## config.mk

```make
export PLATFORM = sky130hd
export DESIGN_NAME = ctls_clock_trim_lock_status
export DESIGN_NICKNAME = d
export VERILOG_FILES = /design/src/ctls_sync.v /design/src/ctls_clock_trim_lock_status.v
export VERILOG_INCLUDE_DIRS = /design/src
export SDC_FILE = /design/constraint.sdc
export NUM_CORES = 1
export LEC_CHECK = 0
export BUFFER_PORTS_ARGS = -buffer_cell sky130_fd_sc_hd__buf_2
export CORE_UTILIZATION = 53
export CTS_CLUSTER_SIZE = 25
export DETAILED_ROUTE_END_ITERATION = 16
export PLACE_DENSITY_LB_ADDON = 0.05
export SKIP_LAST_GASP = 1
export SYNTH_ARGS = -nofsm -noshare
export SYNTH_HDL_FRONTEND = slang
export SYNTH_SLANG_ARGS = --single-unit
```

## constraint.sdc

```tcl
create_clock -name clk -period 5.4 [get_ports clk]
set_input_delay 0.54 -clock clk [delete_from_list [all_inputs] [get_ports clk]]
set_output_delay 0.54 -clock clk [all_outputs]
set_load 0.03 [all_outputs]
```

## src/ctls_map.vh

```
// Constants for the clock trim and lock status block: offsets, fields, resets, timing.
// Assumes a 32-bit AHB-Lite slave decoding byte addresses on a 12-bit window.
`ifndef CTLS_MAP_VH
`define CTLS_MAP_VH

// Register byte offsets, one aligned word each.
`define CTLS_TRIM_OFS      12'h000
`define CTLS_SC_OFS        12'h004
`define CTLS_IRQ_STAT_OFS  12'h008
`define CTLS_IRQ_MASK_OFS  12'h00c

// Reset values.
`define CTLS_TRIM_RESET    8'h80
`define CTLS_SC_RESET      8'h10
`define CTLS_IRQ_RESET     3'h0

// Status and control field positions.
`define CTLS_SC_LOSS       7
`define CTLS_SC_LOCK       6
`define CTLS_SC_LOOPSRC    5
`define CTLS_SC_REFSRC     4
`define CTLS_SC_MODE_HI    3
`define CTLS_SC_MODE_LO    2
`define CTLS_SC_OSCDONE    1
`define CTLS_SC_FINE       0

// Interrupt status and mask bit positions.
`define CTLS_IRQ_LOL       0
`define CTLS_IRQ_LOCK      1
`define CTLS_IRQ_OSC       2
`define CTLS_IRQ_W         3

// Clock source select and clock mode status codes.
`define CTLS_SRC_LOOP      2'h0
`define CTLS_SRC_INT       2'h1
`define CTLS_SRC_EXT       2'h2
`define CTLS_SRC_RSVD      2'h3
`define CTLS_STAT_PLL      2'h3

// Decoded operating modes.
`define CTLS_MODE_FLL_INT  3'h0
`define CTLS_MODE_BYP_INT  3'h1
`define CTLS_MODE_LPB_INT  3'h2
`define CTLS_MODE_FLL_EXT  3'h3
`define CTLS_MODE_BYP_EXT  3'h4
`define CTLS_MODE_PLL_EXT  3'h5
`define CTLS_MODE_PBY_EXT  3'h6
`define CTLS_MODE_LPB_EXT  3'h7

// Positions in the synchronised input bundle.
`define CTLS_S_REFSEL      0
`define CTLS_S_LOOPSEL     1
`define CTLS_S_REFDIV_LO   2
`define CTLS_S_VCODIV_LO   5
`define CTLS_S_SRC_LO      9
`define CTLS_S_XREFSEL     11
`define CTLS_S_XREFEN      12
`define CTLS_S_LP          13
`define CTLS_S_STOP        14
`define CTLS_S_FLL_LOCK    15
`define CTLS_S_PLL_LOCK    16
`define CTLS_S_OSC_READY   17
`define CTLS_S_LOSSIE      18
`define CTLS_S_W           19
`define CTLS_S_RESET       19'h00001

// Timing: lock must stand this long before it is reported.
`define CTLS_CLK_PERIOD_NS 10
`define CTLS_LOCK_SETTLE_NS 160
`define CTLS_LOCK_SETTLE_CYC \
  ((`CTLS_LOCK_SETTLE_NS + `CTLS_CLK_PERIOD_NS - 1) / `CTLS_CLK_PERIOD_NS)

`endif

```

## src/ctls_sync.v

```verilog
// Two flip-flop synchroniser for a bundle of independent level signals.
// Assumes every bit is a slowly changing level; multi-bit fields may skew.
`timescale 1ns/10ps

module ctls_sync #(
  parameter          WIDTH     = 1,
  parameter [WIDTH-1:0] RESET_VAL = {WIDTH{1'b0}}
) (
  input  wire             clk,
  input  wire             resetn,
  input  wire [WIDTH-1:0] async_in,
  output wire [WIDTH-1:0] sync_out
);

  genvar i;

  // One pair of flops per bit; the first stage feeds only the second.
  generate
    for (i = 0; i < WIDTH; i = i + 1) begin : g_bit
      reg meta_reg;  // First stage, may go metastable.
      reg safe_reg;  // Second stage, safe to read.

      always @(posedge clk) begin
        if (!resetn) begin
          meta_reg <= RESET_VAL[i];
          safe_reg <= RESET_VAL[i];
        end else begin
          meta_reg <= async_in[i];
          safe_reg <= meta_reg;
        end
      end

      assign sync_out[i] = safe_reg;
    end
  endgenerate

endmodule

```

## src/ctls_clock_trim_lock_status.v

```verilog
// Trim and status block of a clock generator, with an AHB-Lite register slave.
// Assumes one bus clock; every generator input arrives asynchronously and is
// passed through two flip-flops before any logic looks at it.
`timescale 1ns/10ps
`include "ctls_map.vh"

module ctls_clock_trim_lock_status #(
  parameter SETTLE_CYC = `CTLS_LOCK_SETTLE_CYC  // Cycles of steady lock before report.
) (
  input  wire        clk,
  input  wire        resetn,
  input  wire        hsel,
  input  wire [31:0] haddr,
  input  wire [1:0]  htrans,
  input  wire        hwrite,
  input  wire [2:0]  hsize,
  input  wire [31:0] hwdata,
  input  wire        hready,
  output reg         hreadyout,
  output reg         hresp,
  output reg  [31:0] hrdata,
  input  wire        int_ref_select,
  input  wire        pll_select,
  input  wire [2:0]  ref_divider,
  input  wire [3:0]  vco_divider,
  input  wire [1:0]  clock_source_select,
  input  wire        ext_ref_select,
  input  wire        ext_ref_clk_enable,
  input  wire        low_power_select,
  input  wire        stop_mode,
  input  wire        fll_locked,
  input  wire        pll_locked,
  input  wire        osc_ready,
  input  wire        lock_loss_irq_en,
  output reg  [7:0]  trim_value,
  output reg         fine_period_adjust,
  output reg         irq
);

  // Lock settle count, cut to the width of the 8-bit counter on purpose.
  localparam [31:0] SETTLE_W = SETTLE_CYC;
  localparam [7:0]  SETTLE_N = SETTLE_W[7:0];

  // Operating mode from source select, reference, loop select and low power.
  function [2:0] mode_of;
    input [1:0] src;
    input       refsel;
    input       loopsel;
    input       lp;
    begin
      case (src)
        `CTLS_SRC_INT: begin
          mode_of = lp ? `CTLS_MODE_LPB_INT : `CTLS_MODE_BYP_INT;
        end
        `CTLS_SRC_EXT: begin
          if (lp)
            mode_of = `CTLS_MODE_LPB_EXT;
          else
            mode_of = loopsel ? `CTLS_MODE_PBY_EXT : `CTLS_MODE_BYP_EXT;
        end
        default: begin
          // The reserved code behaves like the loop output code.
          if (refsel)
            mode_of = `CTLS_MODE_FLL_INT;
          else
            mode_of = loopsel ? `CTLS_MODE_PLL_EXT : `CTLS_MODE_FLL_EXT;
        end
      endcase
    end
  endfunction

  // Register select from a byte address; zero means unmapped.
  function [3:0] reg_hit;
    input [11:0] addr;
    begin
      reg_hit = 4'h0;
      if (addr == `CTLS_TRIM_OFS)
        reg_hit = 4'h1;
      if (addr == `CTLS_SC_OFS)
        reg_hit = 4'h2;
      if (addr == `CTLS_IRQ_STAT_OFS)
        reg_hit = 4'h4;
      if (addr == `CTLS_IRQ_MASK_OFS)
        reg_hit = 4'h8;
    end
  endfunction

  // Synchronised view of the generator inputs.
  wire [`CTLS_S_W-1:0] s_bus;

  // All generator levels cross here before use; reference select resets high.
  ctls_sync #(
    .WIDTH     (`CTLS_S_W),
    .RESET_VAL (`CTLS_S_RESET)
  ) u_sync (
    .clk      (clk),
    .resetn   (resetn),
    .async_in ({lock_loss_irq_en, osc_ready, pll_locked, fll_locked, stop_mode,
                low_power_select, ext_ref_clk_enable, ext_ref_select,
                clock_source_select, vco_divider, ref_divider, pll_select,
                int_ref_select}),
    .sync_out (s_bus)
  );

  // Named slices of the synchronised bundle.
  wire       s_refsel  = s_bus[`CTLS_S_REFSEL];
  wire       s_loopsel = s_bus[`CTLS_S_LOOPSEL];
  wire [2:0] s_refdiv  = s_bus[`CTLS_S_REFDIV_LO +: 3];
  wire [3:0] s_vcodiv  = s_bus[`CTLS_S_VCODIV_LO +: 4];
  wire [1:0] s_srcsel  = s_bus[`CTLS_S_SRC_LO +: 2];
  wire       s_xrefsel = s_bus[`CTLS_S_XREFSEL];
  wire       s_xrefen  = s_bus[`CTLS_S_XREFEN];
  wire       s_lp      = s_bus[`CTLS_S_LP];
  wire       s_stop    = s_bus[`CTLS_S_STOP];
  wire       s_fll_lk  = s_bus[`CTLS_S_FLL_LOCK];
  wire       s_pll_lk  = s_bus[`CTLS_S_PLL_LOCK];
  wire       s_osc_rdy = s_bus[`CTLS_S_OSC_READY];
  wire       s_lossie  = s_bus[`CTLS_S_LOSSIE];

  // Current operating mode after synchronisation.
  wire [2:0] mode = mode_of(s_srcsel, s_refsel, s_loopsel, s_lp);

  // Mode groups used by the lock and oscillator logic.
  wire mode_int_only = (mode == `CTLS_MODE_FLL_INT) || (mode == `CTLS_MODE_BYP_INT) ||
                       (mode == `CTLS_MODE_LPB_INT);
  wire mode_fll_int  = (mode == `CTLS_MODE_FLL_INT) || (mode == `CTLS_MODE_BYP_INT);
  wire mode_pll_ext  = (mode == `CTLS_MODE_PLL_EXT) || (mode == `CTLS_MODE_PBY_EXT);
  wire mode_blp      = (mode == `CTLS_MODE_LPB_INT) || (mode == `CTLS_MODE_LPB_EXT);

  // Bus pipeline state: address phase captured for the data phase.
  reg        wr_pend_reg;  // A write's data phase is running.
  reg [3:0]  wr_hit_reg;   // Which register that write targets.

  // Software visible state.
  reg [7:0]  trim_reg;              // Coarse trim word.
  reg        fine_reg;              // Fine trim bit.
  reg        loss_reg;              // Sticky loss of lock.
  reg        lock_reg;              // Reported lock.
  reg        oscdone_reg;           // Oscillator initialised.
  reg [`CTLS_IRQ_W-1:0] ist_reg;    // Interrupt status, write one to clear.
  reg [`CTLS_IRQ_W-1:0] imask_reg;  // Interrupt mask.

  // Lock tracking.
  reg [7:0]  settle_reg;     // Cycles of steady raw lock seen.
  reg        stop_prev_reg;  // Stop level last cycle.
  reg        blp_prev_reg;   // Bypass low power last cycle.
  reg        trim_chg_reg;   // Trim changed last cycle in internal FLL mode.
  reg [4:0]  cfg_prev_reg;     // Reference select, loop select and divider.
  reg [3:0]  vcodiv_prev_reg;  // VCO divider last cycle.
  reg        oscdone_prev_reg; // Oscillator flag last cycle.

  // Address phase is real only for a selected non-idle transfer.
  wire       addr_ok = hsel && htrans[1] && hready;
  wire [3:0] rd_hit  = reg_hit(haddr[11:0]);

  // Write strobes for the data phase.
  wire wr_trim = wr_pend_reg && wr_hit_reg[0];
  wire wr_sc   = wr_pend_reg && wr_hit_reg[1];
  wire wr_ist  = wr_pend_reg && wr_hit_reg[2];
  wire wr_imsk = wr_pend_reg && wr_hit_reg[3];

  // Raw lock from whichever loop the select enables; the other is off.
  wire raw_lock = s_loopsel ? s_pll_lk : s_fll_lk;

  // Detection is off when both loops are down: bypass low power or stop.
  wire det_on = !mode_blp && !s_stop;

  // Any change that forces lock to drop until the loop settles again.
  wire cfg_change = (cfg_prev_reg != {s_refsel, s_loopsel, s_refdiv}) ||
                    (mode_pll_ext && (vcodiv_prev_reg != s_vcodiv)) ||
                    trim_chg_reg;

  // Stop entry and bypass low power entry also drop lock.
  wire drop_evt = cfg_change || (s_stop && !stop_prev_reg) ||
                  (mode_blp && !blp_prev_reg) || !det_on;

  // Lock is lost when it was reported and the raw detector falls.
  wire lol_evt = lock_reg && !raw_lock && det_on && !cfg_change;

  // External reference in use by enable or by an external mode.
  wire osc_set = s_xrefsel && (s_xrefen || !mode_int_only) && s_osc_rdy;

  // Cleared by deselecting the crystal, or internal modes without enable.
  wire osc_clr = !s_xrefsel || (mode_int_only && !s_xrefen);

  // Lock to report next cycle, for the lock register and the interrupt status.
  wire lock_next = raw_lock && det_on && !drop_evt && (settle_reg >= SETTLE_N);

  // Events that set interrupt status bits; loss of lock needs its enable.
  wire [`CTLS_IRQ_W-1:0] irq_evt;
  assign irq_evt[`CTLS_IRQ_LOL]  = lol_evt && s_lossie;
  assign irq_evt[`CTLS_IRQ_LOCK] = lock_next && !lock_reg;
  assign irq_evt[`CTLS_IRQ_OSC]  = oscdone_reg && !oscdone_prev_reg;

  // Status and control byte as software reads it.
  wire [1:0] mode_st;
  wire [7:0] sc_byte;

  // Clock mode status: the reserved source code reads as the loop output.
  assign mode_st = (s_srcsel == `CTLS_SRC_INT) ? `CTLS_SRC_INT :
                   (s_srcsel == `CTLS_SRC_EXT) ? `CTLS_SRC_EXT :
                   (s_loopsel ? `CTLS_STAT_PLL : `CTLS_SRC_LOOP);

  // Loop source and reference source come from synchronised selects.
  assign sc_byte = {loss_reg, lock_reg, s_loopsel, s_refsel, mode_st,
                    oscdone_reg, fine_reg};

  // Bus answer: ready from the first edge after reset, always OKAY, read data from a flop.
  // Reads are sampled in the address phase so hrdata stands through the
  // data phase; a read right behind a write sees the old value.
  always @(posedge clk) begin
    if (!resetn) begin
      hreadyout   <= 1'b0;
      hresp       <= 1'b0;
      hrdata      <= 32'h0000_0000;
      wr_pend_reg <= 1'b0;
      wr_hit_reg  <= 4'h0;
    end else begin
      hreadyout   <= 1'b1;
      hresp       <= 1'b0;
      wr_pend_reg <= addr_ok && hwrite;
      wr_hit_reg  <= addr_ok ? rd_hit : 4'h0;
      if (addr_ok && !hwrite) begin
        // Unmapped addresses read as zero.
        case (rd_hit)
          4'h1:    hrdata <= {24'h00_0000, trim_reg};
          4'h2:    hrdata <= {24'h00_0000, sc_byte};
          4'h4:    hrdata <= {29'h0000_0000, ist_reg};
          4'h8:    hrdata <= {29'h0000_0000, imask_reg};
          default: hrdata <= 32'h0000_0000;
        endcase
      end
    end
  end

  // Trim registers; software loads factory values itself, nothing here does.
  always @(posedge clk) begin
    if (!resetn) begin
      trim_reg     <= `CTLS_TRIM_RESET;
      fine_reg     <= 1'b0;
      trim_chg_reg <= 1'b0;
    end else begin
      trim_chg_reg <= 1'b0;
      if (wr_trim) begin
        trim_reg     <= hwdata[7:0];
        // Only a changed value in an internal FLL mode disturbs lock.
        trim_chg_reg <= mode_fll_int && (hwdata[7:0] != trim_reg);
      end
      if (wr_sc) begin
        fine_reg <= hwdata[`CTLS_SC_FINE];
      end
    end
  end

  // Trim outputs to the oscillator: binary word plus one finest step.
  always @(posedge clk) begin
    if (!resetn) begin
      trim_value         <= `CTLS_TRIM_RESET;
      fine_period_adjust <= 1'b0;
    end else begin
      trim_value         <= trim_reg;
      fine_period_adjust <= fine_reg;
    end
  end

  // History of the lock inputs, for change and entry detection.
  always @(posedge clk) begin
    if (!resetn) begin
      // Matches the synchroniser reset, so release shows no false change.
      cfg_prev_reg     <= 5'h10;
      vcodiv_prev_reg  <= 4'h0;
      stop_prev_reg    <= 1'b0;
      blp_prev_reg     <= 1'b0;
      oscdone_prev_reg <= 1'b0;
    end else begin
      cfg_prev_reg     <= {s_refsel, s_loopsel, s_refdiv};
      vcodiv_prev_reg  <= s_vcodiv;
      stop_prev_reg    <= s_stop;
      blp_prev_reg     <= mode_blp;
      oscdone_prev_reg <= oscdone_reg;
    end
  end

  // Lock report: raw lock must stand SETTLE_N cycles after any drop.
  // A drop event restarts the count, so lock stays clear until relock.
  always @(posedge clk) begin
    if (!resetn) begin
      settle_reg <= 8'h00;
      lock_reg   <= 1'b0;
    end else begin
      if (drop_evt || !raw_lock) begin
        settle_reg <= 8'h00;
      end else if (settle_reg < SETTLE_N) begin
        settle_reg <= settle_reg + 8'h01;
      end
      lock_reg <= lock_next;
    end
  end

  // Sticky loss of lock: a new loss wins over a clear in the same cycle.
  always @(posedge clk) begin
    if (!resetn) begin
      loss_reg <= 1'b0;
    end else if (lol_evt) begin
      loss_reg <= 1'b1;
    end else if (wr_sc && hwdata[`CTLS_SC_LOSS] && loss_reg) begin
      loss_reg <= 1'b0;
    end
  end

  // Oscillator init flag: set when ready, clear on deselect or on enable low in an internal mode.
  always @(posedge clk) begin
    if (!resetn) begin
      oscdone_reg <= 1'b0;
    end else if (osc_set) begin
      oscdone_reg <= 1'b1;
    end else if (osc_clr) begin
      oscdone_reg <= 1'b0;
    end
  end

  // Interrupt status: write one to clear, with set winning the race.
  always @(posedge clk) begin
    if (!resetn) begin
      ist_reg   <= `CTLS_IRQ_RESET;
      imask_reg <= `CTLS_IRQ_RESET;
    end else begin
      if (wr_ist)
        ist_reg <= (ist_reg & ~hwdata[`CTLS_IRQ_W-1:0]) | irq_evt;
      else
        ist_reg <= ist_reg | irq_evt;
      if (wr_imsk)
        imask_reg <= hwdata[`CTLS_IRQ_W-1:0];
    end
  end

  // Level interrupt while any unmasked status bit is set.
  // The loss-of-lock bit also needs the live enable, so dropping the
  // enable withdraws a pending request on the edge after it crosses the synchroniser.
  always @(posedge clk) begin
    if (!resetn) begin
      irq <= 1'b0;
    end else begin
      irq <= |(ist_reg & imask_reg &
               {{(`CTLS_IRQ_W-1){1'b1}}, s_lossie});
    end
  end

endmodule

```

-- Word level (Yosys, flattened, before mapping)
Index checks and enable logic that the tools add are counted.
- mux-type cells: 21
- $lt $le $gt $ge: 2
- equality and inequality tests: 17
- add/subtract/negate cells: 1
- reduce and logical (&&, ||, !) cells: 61
- bitwise logic cells: 7
- operators with widths (operator ; count):
    case mux 8 bit (4 select lines) ; 1
    logical AND 1 bit ; 27
    == test 12 x 4 -> 1 bit (second input constant) ; 2
    logical NOT 1 bit ; 14
    == test 12 x 3 -> 1 bit (second input constant) ; 1
    logical NOT 12 bit ; 1
    logical OR 1 bit ; 12
    2-to-1 mux 2 bit ; 6
    2-to-1 mux 4 bit ; 3
    bitwise AND 3 bit ; 3
    == test 3 bit (second input constant) ; 3
    2-to-1 mux 3 bit ; 3
    adder 8 x 1 -> 8 bit (second input constant) ; 1
    >= comparator 8 x 5 -> 1 bit (second input constant) ; 1
    < comparator 8 x 5 -> 1 bit (second input constant) ; 1
    != test 8 bit ; 1
    2-to-1 mux 1 bit ; 7
    OR 3 bit ; 2
    case mux 3 bit (2 select lines) ; 1
    != test 5 bit ; 1
    == test 4 x 1 -> 1 bit (second input constant) ; 1
    == test 4 x 2 -> 1 bit (second input constant) ; 1
    == test 4 x 3 -> 1 bit (second input constant) ; 1
    == test 4 bit (second input constant) ; 1
    other kinds (12) ; 14
- input port bits: 93
- output and inout port bits: 44
- logic and storage cells: 168
- flip-flop bits (word level): 125

-- Depth between registers and ports, before layout
- depth in word-level cells: 17
- mapped depth: 8

-- Hierarchy
Synthesis repeated with hierarchy kept, for this count alone.
- cell total of the unflattened synthesis: 412
- area total of the unflattened synthesis: 3993.8 um2
- modules (own cells, without submodules) (module ; times used ; cells each ; area an instance (um2)):
    ctls_clock_trim_lock_status ; 1 ; 313 ; 2813.9
    ctls_sync ; 1 ; 99 ; 1179.9

-- Worst setup path after synthesis
OpenSTA, ideal clock, no wires.
- path kind: register -> register
- start point: register u_sync.g_bit[10].safe_reg
- end point: register ist_reg[0]
- stages on the path, launching flop included: 9
- library setup time: 101 ps
- buffers on the path: 1
- clock period less this slack: 1900 ps
- path slack: 3500 ps
- arrival time: 1799 ps
- path through: dfxtp_1 > inv_1 > ha_1 > buf_2 > or3b_1 > o211ai_1 > o22a_2 > nor2_1 > o41ai_1
- cells in the longest elaborated chain, start to end: 12
- ends and longest elaborated chain (element ; RTL line ; text):
    from (decl) ; ctls_sync.v:21 ; reg safe_reg;
    from (signal assigned) ; ctls_sync.v:26 ; safe_reg <= RESET_VAL[i];
    from (signal assigned) ; ctls_sync.v:29 ; safe_reg <= meta_reg;
    == test 2 bit or == test 2 x 1 -> 1 bit (tied branches) ; ctls_clock_trim_lock_status.v:51 ; case (src)
    case mux 3 bit (2 select lines) (*) ; ctls_clock_trim_lock_status.v:51 ;
    == test 3 bit (no line) ; n/a ;
    logical OR 1 bit ; ctls_clock_trim_lock_status.v:127 ; wire mode_pll_ext = (mode == `CTLS_MODE_PLL_EXT) || (mode == `CTLS_MODE_PBY_EXT);
    logical AND 1 bit ; ctls_clock_trim_lock_status.v:170 ; (mode_pll_ext && (vcodiv_prev_reg != s_vcodiv)) ||
    logical OR 1 bit ; ctls_clock_trim_lock_status.v:169 ; wire cfg_change = (cfg_prev_reg != {s_refsel, s_loopsel, s_refdiv}) ||
    logical OR 1 bit ; ctls_clock_trim_lock_status.v:170 ;
    logical NOT 1 bit ; ctls_clock_trim_lock_status.v:178 ; wire lol_evt = lock_reg && !raw_lock && det_on && !cfg_change;
    logical AND 1 bit (*) ; ctls_clock_trim_lock_status.v:178 ;
    logical AND 1 bit (*) ; ctls_clock_trim_lock_status.v:191 ; assign irq_evt[`CTLS_IRQ_LOL] = lol_evt && s_lossie;
    OR 3 bit, on equally long branches ; ctls_clock_trim_lock_status.v:331, ctls_clock_trim_lock_status.v:329 ;
    2-to-1 mux 3 bit (*) ; ctls_clock_trim_lock_status.v:328 ; if (wr_ist)
    to (signal assigned) ; ctls_clock_trim_lock_status.v:325 ; ist_reg <= `CTLS_IRQ_RESET;
    to (signal assigned) ; ctls_clock_trim_lock_status.v:329 ; ist_reg <= (ist_reg & ~hwdata[`CTLS_IRQ_W-1:0]) | irq_evt;
    to (signal assigned) ; ctls_clock_trim_lock_status.v:331 ; ist_reg <= ist_reg | irq_evt;
    to (decl) ; ctls_clock_trim_lock_status.v:140 ; reg [`CTLS_IRQ_W-1:0] ist_reg;
Mark *: on every way between the ends. The rest lies on a longest branch, timed or not.
A chain may end at the register's enable or synchronous reset.

-- Worst setup path in the final report
- start point: register u_sync.g_bit[10].safe_reg
- end point: register settle_reg[7]
- cells in the longest elaborated chain, start to end: 12
- ends and longest elaborated chain (element ; RTL line ; text):
    == test 2 bit or == test 2 x 1 -> 1 bit (tied branches) ; ctls_clock_trim_lock_status.v:51 ;
    case mux 3 bit (2 select lines) (*) ; ctls_clock_trim_lock_status.v:51 ;
    == test 3 bit (no line) ; n/a ;
    logical OR 1 bit ; ctls_clock_trim_lock_status.v:127 ;
    logical AND 1 bit ; ctls_clock_trim_lock_status.v:170 ;
    logical OR 1 bit ; ctls_clock_trim_lock_status.v:169 ;
    logical OR 1 bit ; ctls_clock_trim_lock_status.v:170 ;
    logical OR 1 bit (2 in series) ; ctls_clock_trim_lock_status.v:174 ; wire drop_evt = cfg_change || (s_stop && !stop_prev_reg) ||
    logical OR 1 bit (*) ; ctls_clock_trim_lock_status.v:175 ; (mode_blp && !blp_prev_reg) || !det_on;
    logical OR 1 bit (*) ; ctls_clock_trim_lock_status.v:291 ; if (drop_evt || !raw_lock) begin
    OR reduction 2 bit (no line) (*) ; n/a ;
    to (signal assigned) ; ctls_clock_trim_lock_status.v:294 ; settle_reg <= settle_reg + 8'h01;
    to (decl) ; ctls_clock_trim_lock_status.v:144 ; reg [7:0] settle_reg;
Marked as above.

==> impl_metrics.tcl <==
set metrics [dict create \
    outcome "finished, final reports clean" \
    synth.area.top_cells "dfxtp_1, and2_1, buf_4, xor2_1, nand3_1" \
    syn-cell-area_um2 3830 \
    post_cts_resized 0 \
    fin_nets 553 \
    dpl_cell_area_um2 4130 \
    cp_data_required_time_ps 5680 \
    yosys.area.top_type_share 0.517 \
    postRouteAntennaNets 0 \
    yosys.area.top_type "dfxtp_1" \
    dieArea_um2 7570 \
    initial_utilization 0.558 \
    ios 137 \
    p_leak_nw 1.89 \
    die_h_um 87.0 \
    synthMuxAreaShare 0.0372 \
    slew-limit-headroom 0.427 \
    postCtsSetupBuffers 0 \
    cts_max_level 3 \
    grt_use_total 0.190 \
    wl_met2_um 3100 \
    synthTopCellsByCount "dfxtp_1, and2_1, nand2_1" \
    total_power_mw 1.43 \
    port_buffers 63 \
    cp_max_fo 9 \
    cts_root_buf "clkbuf_8" \
    path_clk_slew_ps 90 \
    areaGrowthSynthToFinish_pct 14.4 \
    vias_per_cell 4.77 \
    routed_wl_um 6660 \
    power_density_nw_per_um2 327 \
    synth_top_family_by_area "simple AND/OR/NAND/NOR gates" \
    fin_cells 555 \
    ys_ff_latch 99 \
    fin_crit_ps 2130 \
    drcViolationCount 0 \
    syn-instance-count 393 \
    synth_cell_type_count 47 \
    synth-compound-area-share 0.0784 \
    synth_ff_type "dfxtp_1" \
    final_area_um2 4380 \
    ctsHoldBuffers 0 \
    grt_overflow 0 \
    vdd_ir_drop_max_mv 0.252 \
    yosys.area_share.simple 0.218 \
    grt_max_degree 65 \
    start_kind "flip-flop" \
    setup-violations-final 0 \
    first_global_vias 2416 \
    synthXorXnorAreaFrac 0.0457 \
    gp_congestion 0.839 \
    tritoncts "built" \
    drive_gt1_frac 0.209 \
    async_reset_ff_frac 0 \
    setup_ws_ps 3270 \
    hold_class "input pin to flip-flop" \
    first_iter_violations 124 \
    drt-met1-wl_um 3190 \
    insertion_delay_ps 350 \
    rows 30 \
    end_kind "flip-flop" \
    cts-buffers-inserted 9 \
    post-place-ws_ps 3270 \
    place_inst 539 \
    fin_setup_tns_ps 0 \
    dp_hpwl_um 4790 \
    max_cap_violations 0 \
    synth_warnings 0 \
    die_w_um 87.0 \
    core_um2 6870 \
    met3WireLength_um 306 \
    antenna_cells 0 \
    num_vias 2647 \
    synth.avg_cell_area_um2 9.75 \
    rsz0062_at_grt "false" \
    crit_type "flip-flop to flip-flop" \
    worst_slew_pin_slew_ps 849 \
    final.period_utilization 0.394 \
    cp.arrival_ps 2400 \
    wl_per_cell_um 12.0 \
    cts.sinks 99 \
    synth-seq-area-share 0.517 \
    synthAdderAreaFrac 0.0196 \
    grt_pass1_wl_um 10900 \
    drt_pre_antenna_iters 4 \
    finClkSkew_ps 7.95 \
    antenna_found_initial 0 \
    yosysMostFrequentCell "dfxtp_1" \
    hold_viol_final 0 \
    clk_path_buf_depth 2 \
    slew_viol_final 0 \
    fmax_ghz 0.470 \
    top_layer "met4" \
    synth_edf_count 0 \
]
## placed cells by master (no fill, tap or decap), drive strengths merged, types with 2 or more instances in the layout
master / count
inv: 18
nor4: 5
nand3b: 3
clkinv: 2
mux2: 6
xor2: 15
nand2: 28
and2: 47
nand4: 3
o21ai: 4
nor3: 3
nor2b: 2
o211ai: 3
a211oi: 3
dfxtp: 99
bufinv: 4
o2111ai: 3
o31ai: 2
mux4: 2
mux2i: 3
conb: 25
nand2b: 8
clkbuf: 11
o41ai: 2
a21oi: 21
buf: 65
nor2: 26
a22oi: 2
nand3: 22
xnor2: 5
or4: 2
ha: 6
## critical path, stage by stage, from the launching register on
cell       delay [ps]
dfxtp_1           380
inv_1              70
ha_1              410
or3b_1            370
o211ai_1          150
o22a_2            220
o2111ai_2         280
nor2_1            180
## area by class of cell
| type | count | area [um2] |
|---|---|---|
| Timing Repair Buffer | 65 | 330 |
| Sequential cell | 99 | 1980 |
| Multi-Input combinational cell | 260 | 1620 |
| Clock inverter | 5 | 125 |
| Tap cell | 96 | 120 |
| Fill cell | 625 | 2490 |
| Inverter | 19 | 71.3 |
| Clock buffer | 11 | 131 |
## layer usage
layer	vias up	global-route usage
met5	-	0
met4	0	0.0636
met3	5	0.0559
met2	64	0.304
met1	1207	0.247
li1	1371	-
## where the power goes
group          switching, mW  total, mW  internal (mW)
logic                 0.0594     0.0935         0.0341
registers            0.00721      0.752          0.745
clock network          0.232      0.586          0.354
## worst paths after layout
path | start | to | slack [ps] | depth (start not counted)
max | u_sync.g_bit[10].safe_reg | settle_reg[7] | 3270 | 7
min | int_ref_select | u_sync.g_bit[0].meta_reg | 370 | 2
max reg2reg | u_sync.g_bit[10].safe_reg | settle_reg[7] | 3270 | 7
min reg2reg | u_sync.g_bit[11].meta_reg | u_sync.g_bit[11].safe_reg | 440 | 1
## through the flow
step                      utilization  hold WS [ps]
after floorplan                     -           386
after global placement          0.601           398
after detailed placement        0.601           402
after CTS                       0.638           353
after global routing            0.638           346
final                           0.638           367
## logic make-up (layout without fill, tap and decap cells)
group	after synthesis	in the layout
AND/OR/NAND/NOR	153	153
other	1	25
multiplexers	11	11
adder cells (fa/ha/maj)	6	6
AO/OA/AOI/OAI	45	45
buffers and inverters	58	100
XOR/XNOR	20	20
flip-flops	99	99
Note: power is estimated with default switching activity, not from simulation.
